`config.mk`:
```
export PLATFORM = sky130hd
export DESIGN_NAME = glp_detector
export DESIGN_NICKNAME = d
export VERILOG_FILES = /design/src/hdl/glp_pkg.sv /design/src/hdl/glp_hist_mem.sv /design/src/hdl/glp_detector.sv
export SDC_FILE = /design/constraint.sdc
export NUM_CORES = 2
export LEC_CHECK = 0
export ABC_CLOCK_PERIOD_IN_PS = 7800
export BUFFER_PORTS_ARGS = -buffer_cell sky130_fd_sc_hd__buf_2
export CAP_MARGIN = 0
export CORE_MARGIN = 1.5
export CORE_UTILIZATION = 64
export DETAILED_ROUTE_END_ITERATION = 10
export PLACE_DENSITY = 0.84
export SLEW_MARGIN = 40
export SYNTH_ARGS = -nofsm -noshare
export SYNTH_HDL_FRONTEND = slang
export SYNTH_HIERARCHICAL = 1
export SYNTH_SLANG_ARGS = --single-unit
```
`constraint.sdc`:
```
create_clock -name mclk -period 7.8 [get_ports mclk]
set_input_delay 0 -clock mclk [delete_from_list [all_inputs] [get_ports mclk]]
set_output_delay 0 -clock mclk [all_outputs]
set_load 0.01 [all_outputs]
```
`src/hdl/glp_pkg.sv`:
```
/*
 * Constants shared by the grid loss protection detector and its history
 * memory: widths, detector indices, counts and timing figures.
 * Assumes a single 40 MHz clock and measurement strobes from the front end.
 */
`default_nettype none

package glp_pkg;
	// ==========================================================
	// Widths and indices
	localparam int DW = 16;
	localparam int TW = 24;
	localparam int NDET = 6;
	localparam int NPH = 3;
	localparam int DET_SLOPE = 0;
	localparam int DET_JUMP = 1;
	localparam int DET_FREQ = 2;
	localparam int DET_VOLT = 3;
	localparam int DET_REV = 4;
	localparam int DET_NOPULSE = 5;
	// ==========================================================
	// Counts
	localparam int HIST_DEPTH = 5;
	localparam logic [2:0] CONSEC_PERIODS = 3'h4;
	localparam logic [3:0] REV_TRIP_SUM = 4'h8;
	// Gap in microseconds times frequency in centihertz for 2.5 periods.
	localparam logic [39:0] NOPULSE_PRODUCT = 40'h000EE6B280;
	// ==========================================================
	// Timing
	localparam int CLK_HZ = 40_000_000;
	localparam int VOLT_SAMPLE_MS = 500;
	localparam int VOLT_SAMPLE_CYC = CLK_HZ / 1000 * VOLT_SAMPLE_MS;
	localparam int US_CYC = CLK_HZ / 1_000_000;
	localparam int MS_US = 1000;
	// ==========================================================
	// Arming states
	typedef enum logic [1:0] {
		GLP_IDLE = 2'b00,
		GLP_BLANK = 2'b01,
		GLP_ARMED = 2'b10,
		GLP_TRIP = 2'b11
	} glp_state_t;
endpackage

`default_nettype wire

```
`src/hdl/glp_hist_mem.sv`:
```
/*
 * Five-deep history of measured grid cycle periods.
 * Assumes one write strobe per grid cycle; pair sums come out registered.
 */
`default_nettype none

module glp_hist_mem (
	input wire logic mclk,
	input wire logic rst,
	input wire logic wr,
	input wire logic [glp_pkg::DW-1:0] din,
	output logic [glp_pkg::DW:0] new_sum,
	output logic [glp_pkg::DW:0] old_sum,
	output logic sum_stb
);
	logic [glp_pkg::DW-1:0] mem [glp_pkg::HIST_DEPTH];
	logic [2:0] fill;

	// ==========================================================
	// Shift store; slot 0 is the newest period.
	always_ff @(posedge mclk or posedge rst) begin
		if (rst) begin
			mem[0] <= '0;
		end else if (wr) begin
			mem[0] <= din;
		end
	end
	for (genvar i = 1; i < glp_pkg::HIST_DEPTH; i++) begin : g_shift
		always_ff @(posedge mclk or posedge rst) begin
			if (rst) begin
				mem[i] <= '0;
			end else if (wr) begin
				mem[i] <= mem[i-1];
			end
		end
	end

	// Sums use the post-write view so the compare sees this cycle too.
	always_ff @(posedge mclk or posedge rst) begin
		if (rst) begin
			new_sum <= '0;
			old_sum <= '0;
			sum_stb <= 1'b0;
			fill <= 3'h0;
		end else begin
			sum_stb <= wr && (fill >= 3'h4);
			if (wr) begin
				new_sum <= {1'b0, din} + {1'b0, mem[0]};
				old_sum <= {1'b0, mem[2]} + {1'b0, mem[3]};
				if (fill < 3'h5) begin
					fill <= fill + 3'h1;
				end
			end
		end
	end
endmodule // glp_hist_mem

`default_nettype wire

```
`src/hdl/glp_detector.sv`:
```
/*
 * Grid loss protection detector: six detectors, blanking after contactor
 * closure, contactor release and warnings.
 * Assumes per-cycle measurements arrive with a one-cycle strobe, all
 * inputs synchronous to mclk. Frequencies are in centihertz, periods in us.
 */
`default_nettype none

module glp_detector #(
	parameter int VOLT_CYC = glp_pkg::VOLT_SAMPLE_CYC
) (
	input wire logic mclk,
	input wire logic rst,
	input wire logic period_stb,
	input wire logic [glp_pkg::DW-1:0] freq,
	input wire logic [glp_pkg::DW-1:0] period_us,
	input wire logic signed [glp_pkg::DW-1:0] pwr_export,
	input wire logic [glp_pkg::DW-1:0] volt_ph [glp_pkg::NPH],
	input wire logic freq_pulse,
	input wire logic par_mode,
	input wire logic contactor_cmd,
	input wire logic contactor_fb,
	input wire logic warn_clear,
	input wire logic [glp_pkg::DW-1:0] freq_slope_limit,
	input wire logic [glp_pkg::DW-1:0] jump_limit,
	input wire logic [glp_pkg::DW-1:0] freq_lo,
	input wire logic [glp_pkg::DW-1:0] freq_hi,
	input wire logic [glp_pkg::DW-1:0] volt_lo,
	input wire logic [glp_pkg::DW-1:0] volt_hi,
	input wire logic [glp_pkg::DW-1:0] rev_limit,
	input wire logic [glp_pkg::DW-1:0] blank_ms,
	output logic contactor_drive,
	output logic grid_loss_warn,
	output logic [glp_pkg::NDET-1:0] det_warn,
	output logic armed
);
	function automatic logic [glp_pkg::DW:0] abs_diff(
		input logic [glp_pkg::DW:0] a,
		input logic [glp_pkg::DW:0] b
	);
		abs_diff = (a > b) ? a - b : b - a;
	endfunction

	glp_pkg::glp_state_t st;
	logic [glp_pkg::NDET-1:0] det_fail;
	logic fail_any;
	logic [glp_pkg::DW-1:0] freq_prev;
	logic have_prev;
	logic [2:0] slope_cnt;
	logic [2:0] win_cnt;
	logic slope_step;
	logic win_step;
	logic [glp_pkg::DW:0] new_sum;
	logic [glp_pkg::DW:0] old_sum;
	logic jump_stb;
	logic [31:0] volt_div;
	logic volt_tick;
	logic [glp_pkg::NPH-1:0] ph_bad;
	logic [3:0] rev_acc;
	logic [3:0] rev_w;
	logic [4:0] rev_sum;
	logic [5:0] us_div;
	logic us_tick;
	logic [9:0] ms_div;
	logic [glp_pkg::DW-1:0] blank_cnt;
	logic [glp_pkg::TW-1:0] gap_us;
	logic [39:0] gap_prod;
	logic signed [glp_pkg::DW+2:0] pwr_x;
	logic signed [glp_pkg::DW+2:0] lim_x;

	glp_hist_mem u_hist (
		.mclk(mclk),
		.rst(rst),
		.wr(period_stb),
		.din(period_us),
		.new_sum(new_sum),
		.old_sum(old_sum),
		.sum_stb(jump_stb)
	);

	// ==========================================================
	// Slope and frequency window run counters, one step per period.
	assign slope_step = have_prev && (abs_diff({1'b0, freq},
		{1'b0, freq_prev}) > {1'b0, freq_slope_limit});
	assign win_step = (freq < freq_lo) || (freq > freq_hi);
	always_ff @(posedge mclk or posedge rst) begin
		if (rst) begin
			freq_prev <= '0;
			have_prev <= 1'b0;
			slope_cnt <= 3'h0;
			win_cnt <= 3'h0;
		end else if (period_stb) begin
			freq_prev <= freq;
			have_prev <= 1'b1;
			// A quiet period restarts the run, so slow drift never trips.
			if (!slope_step) begin
				slope_cnt <= 3'h0;
			end else if (slope_cnt < glp_pkg::CONSEC_PERIODS) begin
				slope_cnt <= slope_cnt + 3'h1;
			end
			if (!win_step) begin
				win_cnt <= 3'h0;
			end else if (win_cnt < glp_pkg::CONSEC_PERIODS) begin
				win_cnt <= win_cnt + 3'h1;
			end
		end
	end

	// ==========================================================
	// Half-second voltage sampling enable.
	always_ff @(posedge mclk or posedge rst) begin
		if (rst) begin
			volt_div <= 32'h0;
			volt_tick <= 1'b0;
		end else begin
			volt_tick <= (volt_div == 32'(VOLT_CYC - 1));
			volt_div <= (volt_div == 32'(VOLT_CYC - 1)) ? 32'h0 :
				volt_div + 32'h1;
		end
	end
	for (genvar p = 0; p < glp_pkg::NPH; p++) begin : g_phase
		assign ph_bad[p] = (volt_ph[p] > volt_hi) ||
			(volt_ph[p] < volt_lo);
	end

	// ==========================================================
	// Reverse power weight: the larger the excess, the faster the trip.
	assign pwr_x = (glp_pkg::DW+3)'(pwr_export);
	assign lim_x = $signed({3'b000, rev_limit});
	always_comb begin
		if (pwr_x >= (lim_x <<< 3)) begin
			rev_w = 4'h8;
		end else if (pwr_x > (lim_x <<< 2)) begin
			rev_w = 4'h4;
		end else if (pwr_x > (lim_x <<< 1)) begin
			rev_w = 4'h2;
		end else if (pwr_x > lim_x) begin
			rev_w = 4'h1;
		end else begin
			rev_w = 4'h0;
		end
	end
	// One extra bit, so a saturated sum plus a full weight cannot wrap.
	assign rev_sum = {1'b0, rev_acc} + {1'b0, rev_w};
	always_ff @(posedge mclk or posedge rst) begin
		if (rst) begin
			rev_acc <= 4'h0;
		end else if (period_stb) begin
			if (rev_w == 4'h0) begin
				rev_acc <= 4'h0;
			end else if (rev_sum < {1'b0, glp_pkg::REV_TRIP_SUM}) begin
				rev_acc <= rev_sum[3:0];
			end else begin
				rev_acc <= glp_pkg::REV_TRIP_SUM;
			end
		end
	end

	// ==========================================================
	// Microsecond and millisecond enables for gap and blanking timers.
	always_ff @(posedge mclk or posedge rst) begin
		if (rst) begin
			us_div <= 6'h0;
			us_tick <= 1'b0;
			ms_div <= 10'h0;
		end else begin
			us_tick <= (us_div == 6'(glp_pkg::US_CYC - 1));
			us_div <= (us_div == 6'(glp_pkg::US_CYC - 1)) ? 6'h0 :
				us_div + 6'h1;
			// Restart outside blanking so the first millisecond is whole.
			if (st != glp_pkg::GLP_BLANK) begin
				ms_div <= 10'h0;
			end else if (us_tick) begin
				ms_div <= (ms_div == 10'(glp_pkg::MS_US - 1)) ? 10'h0 :
					ms_div + 10'h1;
			end
		end
	end
	// The gap saturates rather than wrapping, so a dead grid keeps failing.
	always_ff @(posedge mclk or posedge rst) begin
		if (rst) begin
			gap_us <= '0;
		end else if (freq_pulse) begin
			gap_us <= '0;
		end else if (us_tick && gap_us != '1) begin
			gap_us <= gap_us + 24'h1;
		end
	end
	assign gap_prod = {16'h0, gap_us} * {24'h0, freq_lo};

	// ==========================================================
	// Detector outputs; a zero limit masks the slope, jump and reverse power detectors, and a zero freq_lo masks the missing pulse one.
	assign det_fail[glp_pkg::DET_SLOPE] = period_stb && slope_step &&
		(slope_cnt == glp_pkg::CONSEC_PERIODS - 3'h1) &&
		(freq_slope_limit != '0);
	assign det_fail[glp_pkg::DET_JUMP] = jump_stb && (jump_limit != '0) &&
		(abs_diff(new_sum, old_sum) > {jump_limit, 1'b0});
	assign det_fail[glp_pkg::DET_FREQ] = period_stb && win_step &&
		(win_cnt == glp_pkg::CONSEC_PERIODS - 3'h1);
	assign det_fail[glp_pkg::DET_VOLT] = volt_tick && (|ph_bad);
	assign det_fail[glp_pkg::DET_REV] = period_stb && (rev_limit != '0) &&
		(rev_w != 4'h0) &&
		(rev_sum >= {1'b0, glp_pkg::REV_TRIP_SUM});
	assign det_fail[glp_pkg::DET_NOPULSE] = (freq_lo != '0) &&
		(gap_prod >= glp_pkg::NOPULSE_PRODUCT);
	assign fail_any = |det_fail;

	// ==========================================================
	// Arming: blank after closure, then watch until a trip.
	always_ff @(posedge mclk or posedge rst) begin
		if (rst) begin
			st <= glp_pkg::GLP_IDLE;
			blank_cnt <= '0;
		end else begin
			case (st)
				glp_pkg::GLP_IDLE: begin
					blank_cnt <= '0;
					if (par_mode && contactor_fb) begin
						st <= glp_pkg::GLP_BLANK;
					end
				end
				glp_pkg::GLP_BLANK: begin
					if (!(par_mode && contactor_fb)) begin
						st <= glp_pkg::GLP_IDLE;
					end else if (blank_cnt >= blank_ms) begin
						st <= glp_pkg::GLP_ARMED;
					end else if (us_tick &&
						ms_div == 10'(glp_pkg::MS_US - 1)) begin
						blank_cnt <= blank_cnt + 16'h1;
					end
				end
				glp_pkg::GLP_ARMED: begin
					if (fail_any) begin
						st <= glp_pkg::GLP_TRIP;
					end else if (!(par_mode && contactor_fb)) begin
						st <= glp_pkg::GLP_IDLE;
					end
				end
				glp_pkg::GLP_TRIP: begin
					if (warn_clear) begin
						st <= glp_pkg::GLP_IDLE;
					end
				end
				default: st <= glp_pkg::GLP_IDLE;
			endcase
		end
	end

	// Warnings latch; a new trip in the clear cycle still wins.
	always_ff @(posedge mclk or posedge rst) begin
		if (rst) begin
			grid_loss_warn <= 1'b0;
			det_warn <= '0;
			contactor_drive <= 1'b0;
			armed <= 1'b0;
		end else begin
			armed <= (st == glp_pkg::GLP_ARMED) && !fail_any;
			contactor_drive <= contactor_cmd && (st != glp_pkg::GLP_TRIP) &&
				!(st == glp_pkg::GLP_ARMED && fail_any);
			if (st == glp_pkg::GLP_ARMED && fail_any) begin
				grid_loss_warn <= 1'b1;
				det_warn <= det_warn | det_fail;
			end else if (warn_clear) begin
				grid_loss_warn <= 1'b0;
				det_warn <= '0;
			end
		end
	end
endmodule // glp_detector

`default_nettype wire

```
==> impl_metrics.py <==
metrics = {
    "status": {
        "status": "completed",
    },
    "synthesis": {
        "syn-mean-instance-area_um2": 8.69,
        "ys_seq_elements": 230,
        "postSynthCellCount": 3816,
        "synth_common_cells": "inv_1 (607), ha_1 (454), nand2_1 (402), fa_1 (313), dfrtp_1 (230)",
        "synth.top_cell.area_share": 0.189,
        "yosysTopAreaCell": "fa_1",
        "ys.flop_type": "dfrtp_1",
        "synth_nets": 4815,
        "ys_warn_count": 6,
        "ys_seq_area_frac": 0.174,
        "synthTopCellsByArea": "fa_1 (19%), dfrtp_1 (17%), ha_1 (17%)",
        "ys_types": 88,
        "syn_area_um2": 33100,
        "yosysMostFrequentCell": "inv_1",
        "synth_edf_count": 0,
        "async_flop_share": 1.00,
    },
    "setup_path": {
        "crit_path_frequent_cell": "fa_1",
        "cp_max_fo": 13,
        "cp_data_required_time_ns": 8.27,
        "crit_arrival_ns": 7.95,
        "cp_cell_sequence": "and2_1, fa_1, inv_1, fa_1, fa_1, fa_1, inv_1, fa_1, inv_1, fa_1, inv_1, ha_1, nand4_1, a2111oi_4, and3_1, o311ai_1, a2111o_1, nor4_1, o311ai_1, a31oi_2, nor3_2, o31ai_1",
        "critPathLaunchType": "flip-flop",
        "slowest_stage": "fa_1",
        "end_kind": "flip-flop",
        "cp_slowest_stage_delay_ns": 0.56,
        "timing_worst_setup_path_type": "reg -> reg",
    },
    "finish": {
        "drive_above_1_share": 0.113,
        "nets": 5006,
        "area_delta_synth_final_pct": 9.54,
        "utilization": 0.709,
    },
    "clock_tree": {
        "tritoncts": "done",
        "root_buffer": "clkbuf_16",
        "clock_latency_ns": 0.56,
        "cts_max_level": 1,
        "clockBufferDepth": 3,
        "clk_pin_slew_ns": 0.07,
        "cts_sinks": 230,
        "cts_buffers": 26,
    },
    "sta": {
        "rsz0062_at_grt": "true",
        "setup_violations": 0,
        "drv_slew": 0,
        "period_share": 0.958,
        "slew_headroom": 0.480,
        "final_hold_viol_count": 0,
        "worstMarginPinSlew_ns": 0.761,
        "fin_ws_ns": 0.326,
        "skew_ns": 0.0177,
        "post-route-min-period_ns": 7.47,
        "fmax_mhz": 134,
    },
    "route": {
        "via_per_inst": 5.98,
        "vias": 28100,
        "drt_iter0_markers": 2299,
        "route.detailed.drc": 0,
        "dr.pass1.iters": 5,
        "ant_nets": 0,
        "wirelength_mm": 86.3,
        "wl_per_cell_um": 18.3,
    },
    "floorplanning": {
        "chipWidth_um": 231,
        "fp.dieH_um": 231,
        "rows": 83,
        "core_area_um2": 51200,
        "initial_core_util": 0.647,
        "die-area_um2": 53200,
        "io_pins": 241,
    },
    "global_routing": {
        "gr-total-overflow": 0,
        "grt_max_degree": 78,
        "gr-usage-all-layers": 0.332,
        "grt_pass1_wl_mm": 144,
        "use_met3": 0.0499,
        "grt_use_met1": 0.433,
        "first_global_vias": 28800,
        "use_met2": 0.566,
        "busiest_layer": "met2",
        "antenna_found_initial": 1,
    },
    "pwr": {
        "p_leak_nw": 18.4,
        "p_per_area_nw_per_um2": 158,
        "ir_worst_vdd_v": 0.000240,
    },
    "place": {
        "dp_hpwl_mm": 68.0,
        "routabilityCongestion": 0.965,
        "pre_cts_slack_ns": 0.269,
        "port_buffers": 240,
    },
    "flow_run": {
        "drv_cap": 0,
    },
    "worst_hold_path": {
        "min_path_type": "in -> async",
    },
}
cells in the final DEF, fill, tap and decap left out, types with 15 or more instances in the layout:
cell             n
nand3_1         82
a21oi_1        175
clkbuf_16       26
nand2_1        402
ha_1           454
o21ai_1         26
a21o_1          77
buf_4           26
nand2b_1        17
dfrtp_1        223
nor4_1          38
dlygate4sd3_1   40
inv_1          605
o21bai_1        20
mux2i_1         18
o211ai_1        23
and2_1         156
mux2_2          94
xor2_1          63
and3_1          16
o21ai_0        123
a211oi_1        39
nor3_1          47
o21a_1          31
buf_2          239
o31ai_1         15
nor2b_1         29
nand4_1         81
nor2_1         190
fa_1           313
a31oi_1         23
xnor2_1         80
through the flow:
step                      cell area [µm²]  instances  power [W]  setup TNS [ns]  hold WS, ns
after floorplan                     33100       3816    0.00358               0       0.0631
after global placement              34800       4619    0.00418               0       0.0181
after detailed placement            34900       4619    0.00427               0       0.0225
after CTS                           36300       4706    0.00572               0       0.0467
after global routing                36300       4708    0.00614       -0.000679        0.114
final                               36300       4708    0.00574               0       0.0595
critical path, delay by kind of cell (launching register included):
kind	cells	cell delay (ns)
adders and majority gates	7	3.52
buffers and inverters	4	0.22
AOI/OAI and AO/OA	6	1.81
DFF	1	0.53
and+or+nand+nor	5	1.31
repair_timing:
| item | 4_1_cts | 5_1_grt |
|---|---|---|
| buffers inserted | 0 | 0 |
| resized for setup | 0 | 9 |
| setup endpoints to repair | 0 | 11 |
| hold buffers | 39 | 1 |
| endpoints found under the hold margin | 234 | 7 |
flip-flops by register name, summed over array words and instances (netlist names), 4 cells and up:
signal,count
gap_us,24
det_warn,6
u_hist/old_sum,17
volt_div,32
u_hist/mem,64
ms_div,10
u_hist/new_sum,17
blank_cnt,16
us_div,6
freq_prev,16
rev_acc,4
worst paths after layout:
path                                      startpoint                 end  slack, ns  depth (start not counted)
worst max-delay path                      gap_us[10]         det_warn[4]       0.33                         22
worst min-delay path                             rst        blank_cnt[4]       0.06                          3
worst max register to register            gap_us[10]         det_warn[4]       0.33                         22
worst min register to register             us_div[0]           us_div[0]       0.45                          1
max in group asynchronous                        rst  u_hist/old_sum[13]       6.23                          5
min in group mclk               freq_slope_limit[14]         det_warn[0]       0.22                          6
logic make-up after synthesis:
| kind of cell | Yosys count | share of synthesized area |
|---|---|---|
| buffers and inverters | 753 | 0.0866 |
| XOR/XNOR | 143 | 0.0378 |
| flip-flops | 230 | 0.174 |
| adder cells (fa/ha/maj) | 767 | 0.360 |
| AO/OA/AOI/OAI | 688 | 0.138 |
| AND/OR/NAND/NOR | 1121 | 0.165 |
| multiplexers | 114 | 0.0383 |
layout make-up:
class / instances / area [µm²]
diodes: 1 / 2.50
inverters: 607 / 2290
clock inverters: 11 / 236
fillers: 3834 / 14900
multi-input cells: 2833 / 24600
repair buffers: 309 / 1840
clock buffers: 37 / 762
flip-flops and latches: 230 / 5760
well taps: 680 / 851
report_power, final:
group	leakage, nW	switching [W]	total (W)	internal [W]
sequential	2.89	0.000133	0.00149	0.00136
combinational	15.0	0.00160	0.00284	0.00124
clock	0.489	0.000531	0.00141	0.000883
metal layers:
| metal | share of wire | vias to the layer above |
|---|---|---|
| met4 | 0.035 | 0 |
| met3 | 0.071 | 187 |
| met1 | 0.42 | 13600 |
| met5 | 0 | - |
| li1 | - | 13200 |
| met2 | 0.48 | 1123 |
(Power assumes the default switching activity.)
